`src/hdl/pmd_pkg.sv`:
```
package pmd_pkg;
  // ==========================================================
  // Register map
  localparam logic [31:0] PMD_CTRL1_ADDR  = 32'h0000_0000;
  localparam int          PMD_ADDR_W      = 4;
  localparam logic [15:0] PMD_CTRL1_RESET = 16'h0000;
  localparam logic [15:0] PMD_CTRL1_MASK  = 16'hFEFB;
  // ==========================================================
  // Field positions
  localparam int PMD_B_TMR5  = 15;
  localparam int PMD_B_TMR4  = 14;
  localparam int PMD_B_TMR3  = 13;
  localparam int PMD_B_TMR2  = 12;
  localparam int PMD_B_TMR1  = 11;
  localparam int PMD_B_ENC   = 10;
  localparam int PMD_B_PWM   = 9;
  localparam int PMD_B_TWI1  = 7;
  localparam int PMD_B_SER2  = 6;
  localparam int PMD_B_SER1  = 5;
  localparam int PMD_B_SSP2  = 4;
  localparam int PMD_B_SSP1  = 3;
  localparam int PMD_B_CAN   = 1;
  localparam int PMD_B_ADC   = 0;
  // ==========================================================
  // AXI responses
  localparam logic [1:0] PMD_RESP_OKAY   = 2'h0;
  localparam logic [1:0] PMD_RESP_SLVERR = 2'h2;
  // ==========================================================
  // Peripheral disable outputs
  typedef struct packed {
    logic       timer_five_off;
    logic       timer_four_off;
    logic       timer_three_off;
    logic       timer_two_off;
    logic       timer_one_off;
    logic       encoder_if_off;
    logic       pwm_unit_off;
    logic       two_wire_one_off;
    logic       serial_port_two_off;
    logic       serial_port_one_off;
    logic       sync_serial_two_off;
    logic       sync_serial_one_off;
    logic       can_ctrl_off;
    logic       adc_off;
  } pmd_off_t;
endpackage

```
`src/hdl/pmd_top.sv`:
```
`timescale 1ns/1ps
module pmd_top
  import pmd_pkg::*;
#(
  parameter int DEC_W = PMD_ADDR_W
)
(
  input  wire logic        mclk,
  input  wire logic        srst,
  input  wire logic [31:0] s_axi_awaddr,
  input  wire logic        s_axi_awvalid,
  output logic             s_axi_awready,
  input  wire logic [31:0] s_axi_wdata,
  input  wire logic [3:0]  s_axi_wstrb,
  input  wire logic        s_axi_wvalid,
  output logic             s_axi_wready,
  output logic [1:0]       s_axi_bresp,
  output logic             s_axi_bvalid,
  input  wire logic        s_axi_bready,
  input  wire logic [31:0] s_axi_araddr,
  input  wire logic        s_axi_arvalid,
  output logic             s_axi_arready,
  output logic [31:0]      s_axi_rdata,
  output logic [1:0]       s_axi_rresp,
  output logic             s_axi_rvalid,
  input  wire logic        s_axi_rready,
  output pmd_off_t         periph_off_q
);
  // ==========================================================
  // Parameter check
  if (DEC_W < 2 || DEC_W > 31)
  begin : g_dec_w_check
    $error("pmd_top: DEC_W out of range");
  end

  // ==========================================================
  // Address decode, shared by both channels
  function automatic logic pmd_addr_hit(input logic [31:0] addr);
    return addr[DEC_W-1:0] == PMD_CTRL1_ADDR[DEC_W-1:0] && addr[31:DEC_W] == '0;
  endfunction

  // ==========================================================
  // Write channel: capture address and data in either order
  logic        aw_held_q;
  logic        w_held_q;
  logic [31:0] awaddr_q;
  logic [31:0] wdata_q;
  logic [3:0]  wstrb_q;
  logic [15:0] ctrl_q;

  wire aw_take  = s_axi_awvalid && s_axi_awready;
  wire w_take   = s_axi_wvalid && s_axi_wready;
  wire wr_go    = aw_held_q && w_held_q && !s_axi_bvalid;
  wire wr_hit   = pmd_addr_hit(awaddr_q);
  wire rd_hit   = pmd_addr_hit(s_axi_araddr);
  wire ar_take  = s_axi_arvalid && s_axi_arready;

  always_ff @(posedge mclk)
  begin
    if (srst)
    begin
      aw_held_q     <= 1'b0;
      w_held_q      <= 1'b0;
      awaddr_q      <= '0;
      wdata_q       <= '0;
      wstrb_q       <= '0;
      s_axi_awready <= 1'b0;
      s_axi_wready  <= 1'b0;
      s_axi_bvalid  <= 1'b0;
      s_axi_bresp   <= PMD_RESP_OKAY;
    end
    else
    begin
      s_axi_awready <= !aw_held_q && !aw_take && !wr_go;
      s_axi_wready  <= !w_held_q && !w_take && !wr_go;
      if (aw_take)
      begin
        aw_held_q <= 1'b1;
        awaddr_q  <= s_axi_awaddr;
      end
      if (w_take)
      begin
        w_held_q <= 1'b1;
        wdata_q  <= s_axi_wdata;
        wstrb_q  <= s_axi_wstrb;
      end
      if (wr_go)
      begin
        aw_held_q    <= 1'b0;
        w_held_q     <= 1'b0;
        s_axi_bvalid <= 1'b1;
        s_axi_bresp  <= wr_hit ? PMD_RESP_OKAY : PMD_RESP_SLVERR;
      end
      else if (s_axi_bvalid && s_axi_bready)
        s_axi_bvalid <= 1'b0;
    end
  end

  // ==========================================================
  // Control register
  pmd_ctrl_reg u_ctrl (
    .mclk    (mclk),
    .srst    (srst),
    .wr_en   (wr_go && wr_hit),
    .wr_data (wdata_q),
    .wr_strb (wstrb_q),
    .value_q (ctrl_q)
  );

  // ==========================================================
  // Read channel
  always_ff @(posedge mclk)
  begin
    if (srst)
    begin
      s_axi_arready <= 1'b0;
      s_axi_rvalid  <= 1'b0;
      s_axi_rdata   <= '0;
      s_axi_rresp   <= PMD_RESP_OKAY;
    end
    else
    begin
      s_axi_arready <= !s_axi_rvalid && !ar_take;
      if (ar_take)
      begin
        s_axi_rvalid <= 1'b1;
        s_axi_rdata  <= rd_hit ? {16'h0000, ctrl_q} : 32'h0000_0000;
        s_axi_rresp  <= rd_hit ? PMD_RESP_OKAY : PMD_RESP_SLVERR;
      end
      else if (s_axi_rvalid && s_axi_rready)
        s_axi_rvalid <= 1'b0;
    end
  end

  // ==========================================================
  // Disable outputs, registered
  pmd_off_t off_d;
  assign off_d.timer_five_off      = ctrl_q[PMD_B_TMR5];
  assign off_d.timer_four_off      = ctrl_q[PMD_B_TMR4];
  assign off_d.timer_three_off     = ctrl_q[PMD_B_TMR3];
  assign off_d.timer_two_off       = ctrl_q[PMD_B_TMR2];
  assign off_d.timer_one_off       = ctrl_q[PMD_B_TMR1];
  assign off_d.encoder_if_off      = ctrl_q[PMD_B_ENC];
  assign off_d.pwm_unit_off        = ctrl_q[PMD_B_PWM];
  assign off_d.two_wire_one_off    = ctrl_q[PMD_B_TWI1];
  assign off_d.serial_port_two_off = ctrl_q[PMD_B_SER2];
  assign off_d.serial_port_one_off = ctrl_q[PMD_B_SER1];
  assign off_d.sync_serial_two_off = ctrl_q[PMD_B_SSP2];
  assign off_d.sync_serial_one_off = ctrl_q[PMD_B_SSP1];
  assign off_d.can_ctrl_off        = ctrl_q[PMD_B_CAN];
  assign off_d.adc_off             = ctrl_q[PMD_B_ADC];

  always_ff @(posedge mclk)
  begin
    if (srst)
      periph_off_q <= '0;
    else
      periph_off_q <= off_d;
  end
endmodule

```
`src/hdl/pmd_ctrl_reg.sv`:
```
`timescale 1ns/1ps
module pmd_ctrl_reg
  import pmd_pkg::*;
(
  input  wire logic        mclk,
  input  wire logic        srst,
  input  wire logic        wr_en,
  input  wire logic [31:0] wr_data,
  input  wire logic [3:0]  wr_strb,
  output logic      [15:0] value_q
);
  // ==========================================================
  // Byte-lane merge, unimplemented bits kept zero
  logic [15:0] merged;
  logic [15:0] value_d;
  assign merged[7:0]  = wr_strb[0] ? wr_data[7:0]  : value_q[7:0];
  assign merged[15:8] = wr_strb[1] ? wr_data[15:8] : value_q[15:8];
  assign value_d = wr_en ? (merged & PMD_CTRL1_MASK) : value_q;

  always_ff @(posedge mclk)
  begin
    if (srst)
      value_q <= PMD_CTRL1_RESET;
    else
      value_q <= value_d;
  end
endmodule

```
`config.mk`:
```
export PLATFORM = sky130hd
export DESIGN_NAME = pmd_top
export DESIGN_NICKNAME = d
export VERILOG_FILES = /design/src/hdl/pmd_pkg.sv /design/src/hdl/pmd_top.sv /design/src/hdl/pmd_ctrl_reg.sv
export SDC_FILE = /design/constraint.sdc
export NUM_CORES = 1
export LEC_CHECK = 0
export ABC_AREA = 1
export BUFFER_PORTS_ARGS = -buffer_cell sky130_fd_sc_hd__buf_2
export CAP_MARGIN = 20
export CORE_MARGIN = 2
export CORE_UTILIZATION = 50
export CTS_CLUSTER_DIAMETER = 120
export CTS_CLUSTER_SIZE = 28
export DETAILED_ROUTE_END_ITERATION = 8
export PLACE_DENSITY = 0.8
export REMOVE_ABC_BUFFERS = 1
export SETUP_SLACK_MARGIN = 0.3
export SYNTH_ARGS = -nofsm -noshare
export SYNTH_HDL_FRONTEND = slang
export SYNTH_HIERARCHICAL = 1
export SYNTH_SLANG_ARGS = --single-unit
```
`constraint.sdc`:
```
create_clock -name mclk -period 1.9 [get_ports mclk]
set_input_delay 0 -clock mclk [delete_from_list [all_inputs] [get_ports mclk]]
set_output_delay 0 -clock mclk [all_outputs]
set_load 0.01 [all_outputs]
```
==> impl_metrics.env, run 1 <==
export IMPL_synth_warnings=6
export IMPL_die_w_um=92.8
export IMPL_startpoint_type="flip-flop"
export IMPL_antenna_found_initial=0
export IMPL_grt_setup_unrepaired="yes"
export IMPL_setup_viol=0
export IMPL_final_net_count=799
export IMPL_rrSetupSlack_ns=0.43
export IMPL_path_buf_inv=0
export IMPL_io_pin_count=162
export IMPL_grtUsageMet3_pct=4.07
export IMPL_finalMaxSlewViolations=0
export IMPL_cts_root_buf="clkbuf_8"
export IMPL_die_h_um=92.8
export IMPL_netlist_area_sq_mm=0.00394
export IMPL_antenna_cells=0
export IMPL_grt_pass1_vias=3585
export IMPL_routed_wl_um=9430
export IMPL_drive_above_1_share_pct=23.4
export IMPL_grt_pass1_wl_um=15600
export IMPL_hold_viol_final=0
export IMPL_grt_max_degree=46
export IMPL_use_met2_pct=38.7
export IMPL_p_leak_nw=2.51
export IMPL_cap_violations=0
export IMPL_syn_inst=531
export IMPL_ir_worst_vdd_mv=0.355
export IMPL_row_count=32
export IMPL_path_delay_family="simple AND/OR/NAND/NOR gates"
export IMPL_endpoint_kind="flip-flop"
export IMPL_finalCritPeriodShare_pct=77.3
export IMPL_path_cells="nor4_2 > nand3_1 > nor2_4 > nand2_4 > nand2_1 > nand2_1 > nor2_1"
export IMPL_drtPass1Iterations=5
export IMPL_worstPathRequired_ns=2.18
export IMPL_drc_errors=0
export IMPL_use_met1_pct=28.1
export IMPL_via_count=3706
export IMPL_cpMostUsedCell="nand2_1"
export IMPL_cts_tree="built"
export IMPL_dpl_hpwl_um=6020
export IMPL_status="completed"
export IMPL_fmax_mhz=681
export IMPL_crit_fanout=14
export IMPL_crit_arrival_ns=1.74
export IMPL_cpPeakStageDelay_ns=0.33
export IMPL_synthToLayoutAreaGrowth_pct=33.3
export IMPL_antenna_left=0
export IMPL_period_needed_ns=1.47
export IMPL_critPathSlowestCell="dfxtp_1"
export IMPL_crit_type="flip-flop to flip-flop"
export IMPL_start_util_pct=51.3
export IMPL_syn_mean_instance_area_sq_um=7.42
export IMPL_cts_max_level=3
export IMPL_cts_setup_buffers=0
export IMPL_drt_initial_drc_count=150
export IMPL_finalCoreUtilization_pct=68.3
export IMPL_wl_per_cell_um=11.8
export IMPL_overflow=0
export IMPL_via_per_inst=4.64
export IMPL_clk_pin_slew_ns=0.09
export IMPL_hold_path_class="input port to flip-flop"
export IMPL_clk_latency_ns=0.35
export IMPL_power_density_mw_per_mm2=796
export IMPL_place_gp_congestion=0.783
export IMPL_cts_sinks=101
export IMPL_skew_ns=0.00915
export IMPL_setup_tns_ns=0
export IMPL_busiest_layer="met2"
export IMPL_cts_path_max_buffers=2
export IMPL_die_area_sq_mm=0.00861
export IMPL_core_sq_mm=0.00769
export IMPL_grt_use_total_pct=22.5
export IMPL_cts_buffers_inserted=9
export IMPL_portBuffers=123
-- sequential cells by signal, summed over array words and instances, names as in the netlist --
signal	count
awaddr_q	32
s_axi_rdata	16
periph_off_q	14
u_ctrl/value_q	14
wdata_q	14
wstrb_q	2
aw_held_q	1
s_axi_arready	1
s_axi_awready	1
s_axi_bresp	1
s_axi_bvalid	1
s_axi_rresp	1
s_axi_rvalid	1
s_axi_wready	1
w_held_q	1
-- placed cells by master, fill, tap and decap left out, types with 3 or more instances in the layout --
| cell | instances |
|---|---|
| nor2_1 | 180 |
| buf_2 | 123 |
| dfxtp_1 | 101 |
| nand2_1 | 64 |
| dlygate4sd3_1 | 53 |
| o21ai_0 | 49 |
| inv_1 | 37 |
| conb_1 | 20 |
| o211ai_1 | 16 |
| nor2_2 | 10 |
| clkbuf_8 | 10 |
| a21oi_1 | 5 |
| buf_4 | 5 |
| inv_2 | 3 |
| clkbuf_1 | 3 |
-- metrics by stage --
stage / setup WS, ns / cells / hold slack (ns) / total power, mW / instance area, sq um
final: 0.432 / 799 / 0.158 / 4.18 / 5250
after global routing: 0.279 / 799 / 0.192 / 4.37 / 5250
after CTS: 0.325 / 799 / 0.134 / 4.19 / 5230
after detailed placement: 0.235 / 730 / 0.253 / 2.80 / 4500
after global placement: 0.318 / 730 / 0.250 / 2.78 / 4500
after floorplan: 0.320 / 499 / 0.0691 / 2.59 / 3700
-- tightest hold or removal path: cells and delay by family --
family                 cells  cell delay (ns)
buffers and inverters      1             0.07
AND/OR/NAND/NOR            4             0.19
AO/OA/AOI/OAI              2             0.21
-- layer usage --
metal | routed length [um] | vias to the layer above
li1 | - | 1911
met1 | 4090 | 1634
met2 | 4520 | 135
met3 | 516 | 26
met4 | 303 | 0
met5 | 0 | -
-- cell type report --
| class | count | area (sq um) |
|---|---|---|
| timing repair buffer | 182 | 1200 |
| inverter | 40 | 150 |
| multi-input combinational | 358 | 1560 |
| clock inverter | 3 | 45.0 |
| tap | 102 | 128 |
| clock buffer | 13 | 149 |
| sequential | 101 | 2020 |
| fill | 642 | 2430 |
-- timing repair --
action,CTS,global route
gates cloned,0,0
resized for setup,1,5
endpoints found under the setup margin,14,14
hold buffers,53,0
hold endpoints to repair,60,0
pin swaps,0,2
-- path summary, 6_finish.rpt --
kind                    from                end  depth (start not counted)
max             awaddr_q[23]  u_ctrl/value_q[4]                          7
max reg2reg     awaddr_q[23]  u_ctrl/value_q[4]                          7
min reg2reg        aw_held_q      s_axi_awready                          1
min          s_axi_araddr[8]     s_axi_rresp[1]                          7
-- report_power, final --
part	switching, mW	internal (mW)
logic	0.293	0.271
clock network	0.688	0.648
registers	0.0605	2.22
total	1.04	3.14
Note: power is estimated with default switching activity, not from simulation.
==> run 2: changes to the inputs <==
clock period = 1.5 ns   (was 1.9 ns; I/O delays follow)
==> run 2 against run 1 <==
The run now ends with negative setup slack left. Non-clock buffer count rose by 5. Critical endpoint is now u_ctrl/value_q[14]. Register-to-register slack got worse by 0.56 ns. Combinational power rose by 36%. Sequential cell count did not move.
==> impl_metrics.env, run 2 (synthesis results as in run 1) <==
export IMPL_worstPathRequired_ns=1.78
export IMPL_place_inst=733
export IMPL_cts_root_buf="clkbuf_8"
export IMPL_final_cell_count_no_fill=804
export IMPL_status="complete, but fails checks"
export IMPL_power_density_mw_per_mm2=977
export IMPL_via_per_inst=4.83
export IMPL_final_common_cell="nor2_1"
export IMPL_crit_arrival_ns=1.91
export IMPL_fmax_mhz=612
export IMPL_clk_pin_slew_ns=0.09
export IMPL_placed_area_sq_mm=0.00452
export IMPL_reg_top3="awaddr_q: 32 flops, s_axi_rdata: 16 flops"
export IMPL_fin_ws_ns=-0.133
export IMPL_p_leak_nw=2.55
export IMPL_die_h_um=92.8
export IMPL_setup_viol=15
export IMPL_drtPass1Iterations=5
export IMPL_period_needed_ns=1.63
export IMPL_fin_total_pwr_mw=5.30
export IMPL_top_register="awaddr_q"
export IMPL_antenna_found_initial=0
export IMPL_finalCoreUtilization_pct=70.6
export IMPL_skew_ns=0.00831
export IMPL_synthToLayoutAreaGrowth_pct=37.7
export IMPL_layout_cells_most_common_list="nor2_1 (172), buf_2 (123), dfxtp_1 (100)"
export IMPL_cap_violations=0
export IMPL_grt_pass1_vias=3695
export IMPL_cts_path_max_buffers=2
export IMPL_drive_above_1_share_pct=27.1
export IMPL_clk_latency_ns=0.35
export IMPL_ir_worst_vdd_mv=0.425
export IMPL_antenna_left=0
export IMPL_die_w_um=92.8
export IMPL_portBuffers=123
export IMPL_row_count=32
export IMPL_hold_viol_final=0
export IMPL_hold_path_class="input port to flip-flop"
export IMPL_drt_initial_drc_count=157
export IMPL_endpoint_kind="flip-flop"
export IMPL_largest_reg_flops=32
export IMPL_finalCritPeriodShare_pct=109
export IMPL_core_sq_mm=0.00769
export IMPL_grt_setup_unrepaired="yes"
export IMPL_wl_per_cell_um=13.1
export IMPL_crit_fanout=7
export IMPL_die_area_sq_mm=0.00861
export IMPL_finalMaxSlewViolations=0
export IMPL_grt_max_degree=46
export IMPL_antenna_cells=0
export IMPL_dpl_hpwl_um=6160
export IMPL_cts_tree="built"
export IMPL_violations="negative setup slack"
export IMPL_crit_type="flip-flop to flip-flop"
export IMPL_grt_pass1_wl_um=16300
export IMPL_cts_buffers_inserted=9
export IMPL_overflow=0
export IMPL_setup_tns_ns=-0.915
export IMPL_cts_sinks=101
export IMPL_final_net_count=806
export IMPL_place_gp_congestion=0.779
export IMPL_routed_wl_um=10500
export IMPL_drc_errors=0
export IMPL_final_area_sq_mm=0.00543
export IMPL_cts_max_level=3
export IMPL_start_util_pct=51.3
export IMPL_io_pin_count=162
export IMPL_via_count=3883
export IMPL_grt_use_total_pct=23.6
export IMPL_startpoint_type="flip-flop"
## run 2: final cells by class
| type | count | area (sq um) |
|---|---|---|
| inverter | 40 | 155 |
| fill | 604 | 2260 |
| sequential | 101 | 2020 |
| clock buffer | 12 | 145 |
| timing repair buffer | 187 | 1300 |
| multi-input combinational | 360 | 1640 |
| clock inverter | 2 | 35.0 |
| tap | 102 | 128 |
## run 2: critical path, cell delays in order, from the launching register on
cell      delay, ns
dfxtp_2        0.34
nor2_2         0.12
nand4_1        0.13
nand3b_1       0.29
nor2_4         0.16
buf_12         0.15
nand2_4        0.09
nand2_1        0.08
nand2_1        0.06
nor2_1         0.14
## run 2: worst paths after layout
kind	from	slack, ns	endpoint	depth (start not counted)
setup reg to reg	awaddr_q[31]	-0.13	u_ctrl/value_q[14]	9
setup / recovery	awaddr_q[31]	-0.13	u_ctrl/value_q[14]	9
hold / removal	s_axi_arvalid	0.08	s_axi_rvalid	4
hold reg to reg	aw_held_q	0.43	s_axi_awready	1
## run 2: routing by layer
metal,routed length (um),GRT usage (%),up-vias
met5,0,0,-
met1,4290,28.4,1739
li1,-,-,1935
met3,705,3.74,27
met4,289,10.9,0
met2,5250,41.3,182
## run 2: repair_timing
| item | CTS | global route |
|---|---|---|
| buffers inserted | 2 | 1 |
| hold endpoints to repair | 51 | 0 |
| cloned | 2 | 1 |
| resized for setup | 20 | 21 |
| pin swaps | 9 | 2 |
| hold buffers | 51 | 0 |
| endpoints found under the setup margin | 30 | 63 |
## run 2: stage by stage
step,hold WS (ns),worst slack [ns]
global placement,0.250,-0.0760
CTS,0.0413,0.0171
detailed placement,0.256,-0.156
floorplan,0.0691,-0.0799
finish,0.0816,-0.133
global route,0.0759,-0.237
## run 2: power breakdown
| part | total (mW) | switching [mW] | internal, mW |
|---|---|---|---|
| Clock | 1.63 | 0.831 | 0.799 |
| Sequential | 2.90 | 0.0871 | 2.82 |
| Combinational | 0.767 | 0.398 | 0.369 |
| Total | 5.30 | 1.32 | 3.98 |
==> run 3: changes to the inputs <==
BUFFER_PORTS_ARGS = default   (was -buffer_cell sky130_fd_sc_hd__buf_2)
DONT_BUFFER_PORTS = 1   (was default)
PLACE_DENSITY = default   (was 0.8)
==> run 3 against run 2 <==
The flow now finishes without violations. Non-clock buffer count down 122. Highest routed layer unchanged. Sequential cell count did not move. Register-to-register slack improved by 0.19 ns. Global-route usage is 3.4 points lower. Sequential share of layout area up 4.7 points. Wire length down 17%. Worst hold slack lost 0.055 ns. Die area is the same. Critical path depth stayed put. Design area is 11% lower. Via count down 17%. Sequential power about the same.
==> impl_metrics.env, run 3 (synthesis results as in run 1) <==
export IMPL_p_int_mw=4.09
export IMPL_fillers=698
export IMPL_grt_max_degree=34
export IMPL_critPathSlowestCell="dfxtp_1"
export IMPL_final_area_sq_mm=0.00484
export IMPL_cts_path_max_buffers=2
export IMPL_top_register="awaddr_q"
export IMPL_grt_setup_unrepaired="yes"
export IMPL_setup_viol=0
export IMPL_hold_path_end="awaddr_q[18]"
export IMPL_switching_share_pct=24.7
export IMPL_path_cells="inv_1 > nor3_2 > nand3_1 > nor2_1 > buf_6 > nand2_4 > nand2_1 > nand2_1 > nor2_1"
export IMPL_grt_use_total_pct=20.3
export IMPL_r2r_start="aw_held_q"
export IMPL_startpoint_type="flip-flop"
export IMPL_crit_fanout=7
export IMPL_cpPeakStageDelay_ns=0.34
export IMPL_cts_max_level=3
export IMPL_worstPathRequired_ns=1.79
export IMPL_reg2reg_to="u_ctrl/value_q[1]"
export IMPL_cts_tree="built"
export IMPL_final_net_count=684
export IMPL_drtPass1Iterations=4
export IMPL_synthToLayoutAreaGrowth_pct=22.8
export IMPL_grt_pass1_wl_um=14000
export IMPL_crit_type="flip-flop to flip-flop"
export IMPL_finalCritPeriodShare_pct=96.4
export IMPL_clk_latency_ns=0.35
export IMPL_via_per_inst=4.73
export IMPL_place_gp_congestion=0.799
export IMPL_crit_cells=9
export IMPL_final_common_cell="nor2_1"
export IMPL_cts_buffers_inserted=9
export IMPL_routed_wl_um=8780
export IMPL_final_cell_count_no_fill=684
export IMPL_largest_reg_flops=32
export IMPL_clock_power_share_pct=35.4
export IMPL_power_density_mw_per_mm2=1120
export IMPL_wl_per_cell_um=12.8
export IMPL_setup_tns_ns=0
export IMPL_dp_slack_ns=-0.0158
export IMPL_layout_cells_most_common_list="nor2_1 (172), dfxtp_1 (92), nand2_1 (59)"
export IMPL_path_buf_inv=2
export IMPL_fmax_mhz=692
export IMPL_reg_top3="awaddr_q: 32 flops, s_axi_rdata: 16 flops"
export IMPL_seqPwrFrac_pct=53.8
export IMPL_p_comb_share_pct=10.7
export IMPL_whs_path_depth=3
export IMPL_cap_violations=0
export IMPL_antenna_left=0
export IMPL_via_count=3237
export IMPL_die_h_um=92.8
export IMPL_start_util_pct=51.3
export IMPL_die_area_sq_mm=0.00861
export IMPL_fin_ws_ns=0.0546
export IMPL_ir_worst_vdd_mv=0.598
export IMPL_row_count=32
export IMPL_drc_errors=0
export IMPL_p_switching_mw=1.35
export IMPL_die_w_um=92.8
export IMPL_path_delay_family="simple AND/OR/NAND/NOR gates"
export IMPL_clk_pin_slew_ns=0.09
export IMPL_relSlewSlack_pct=47.0
export IMPL_dpl_hpwl_um=5710
export IMPL_hp_start="srst"
export IMPL_skew_ns=0.00704
export IMPL_grt_pass1_vias=3043
export IMPL_period_needed_ns=1.45
export IMPL_antenna_cells=0
export IMPL_r2r_cells=9
export IMPL_endpoint_kind="flip-flop"
export IMPL_status="completed"
export IMPL_p_leak_nw=2.05
export IMPL_place_inst=611
export IMPL_overflow=0
export IMPL_hold_viol_final=0
export IMPL_worstMarginPinSlew_ns=0.793
export IMPL_hold_path_class="input port to flip-flop"
export IMPL_io_pin_count=162
export IMPL_drive_above_1_share_pct=12.5
export IMPL_cts_root_buf="clkbuf_8"
export IMPL_placed_area_sq_mm=0.00393
export IMPL_drt_initial_drc_count=104
export IMPL_cts_sinks=101
export IMPL_crit_arrival_ns=1.74
export IMPL_finalMaxSlewViolations=0
export IMPL_rrSetupSlack_ns=0.05
export IMPL_antenna_found_initial=0
export IMPL_portBuffers=0
export IMPL_core_sq_mm=0.00769
## run 3: cell count changes in the layout (fill, tap and decap cells not counted), sizes merged
cell         before  now
buf             135   11
bufinv            1    3
clkbuf           13   10
clkinvlp          0    1
dlygate4sd3      51   54
inv              40   41
## run 3: stage by stage
stage / util, % / power [mW] / hold slack [ns]
after detailed placement: 51.1 / 3.41 / 0.0764
after global routing: 63.0 / 5.71 / 0.0565
after floorplan: - / 3.28 / 0.0691
after global placement: 51.1 / 3.39 / 0.0729
after CTS: 61.6 / 5.46 / 0.00195
final: 63.0 / 5.44 / 0.0262
## run 3: routing by layer
metal | wire (um) | track usage [%] | up-vias
met5 | 0 | 0 | -
met4 | 97 | 6.99 | 0
met3 | 521 | 4.07 | 8
met2 | 4080 | 33.3 | 113
met1 | 4080 | 26.5 | 1426
li1 | - | - | 1690
## run 3: layout make-up
type | instances | area [sq um] | share of cell area (%)
Inverter | 40 | 166 | 3.44
Multi-Input combinational cell | 360 | 1620 | 33.5
Timing Repair Buffer | 65 | 659 | 13.6
Clock inverter | 6 | 93.8 | 1.94
Sequential cell | 101 | 2030 | 42.0
Tap cell | 102 | 128 | 2.64
Clock buffer | 10 | 138 | 2.84
## run 3: repair_timing
item	in CTS	in global routing
buffers inserted	1	0
resized for setup	9	30
gates cloned	0	2
endpoints found under the hold margin	69	1
hold buffers	53	1
pin swaps	1	16
endpoints found under the setup margin	30	58
## run 3: worst max path at each step
stage	endpoint	slack [ns]	start
3_5_place_dp	u_ctrl/value_q[13]	-0.02	w_held_q
3_3_place_gp	u_ctrl/value_q[0]	0.005	w_held_q
6_report	u_ctrl/value_q[1]	0.05	aw_held_q
5_1_grt	u_ctrl/value_q[7]	-0.12	awaddr_q[16]
2_1_floorplan	awaddr_q[0]	-0.08	s_axi_awready
4_1_cts	u_ctrl/value_q[13]	0.09	awaddr_q[19]
## run 3: worst min-delay path, stage by stage
cell,delay (ns)
inv_2,0.16
o21ai_0,0.13
nor2_1,0.04
## run 3: power groups by stage
| stage | clock (mW) | combinational [mW] | sequential, mW |
|---|---|---|---|
| after detailed placement | 0 | 0.437 | 2.97 |
| final | 1.93 | 0.584 | 2.93 |
| after global routing | 2.10 | 0.666 | 2.95 |
| after floorplan | 0 | 0.327 | 2.95 |
| after global placement | 0 | 0.425 | 2.97 |
| after CTS | 1.98 | 0.566 | 2.91 |
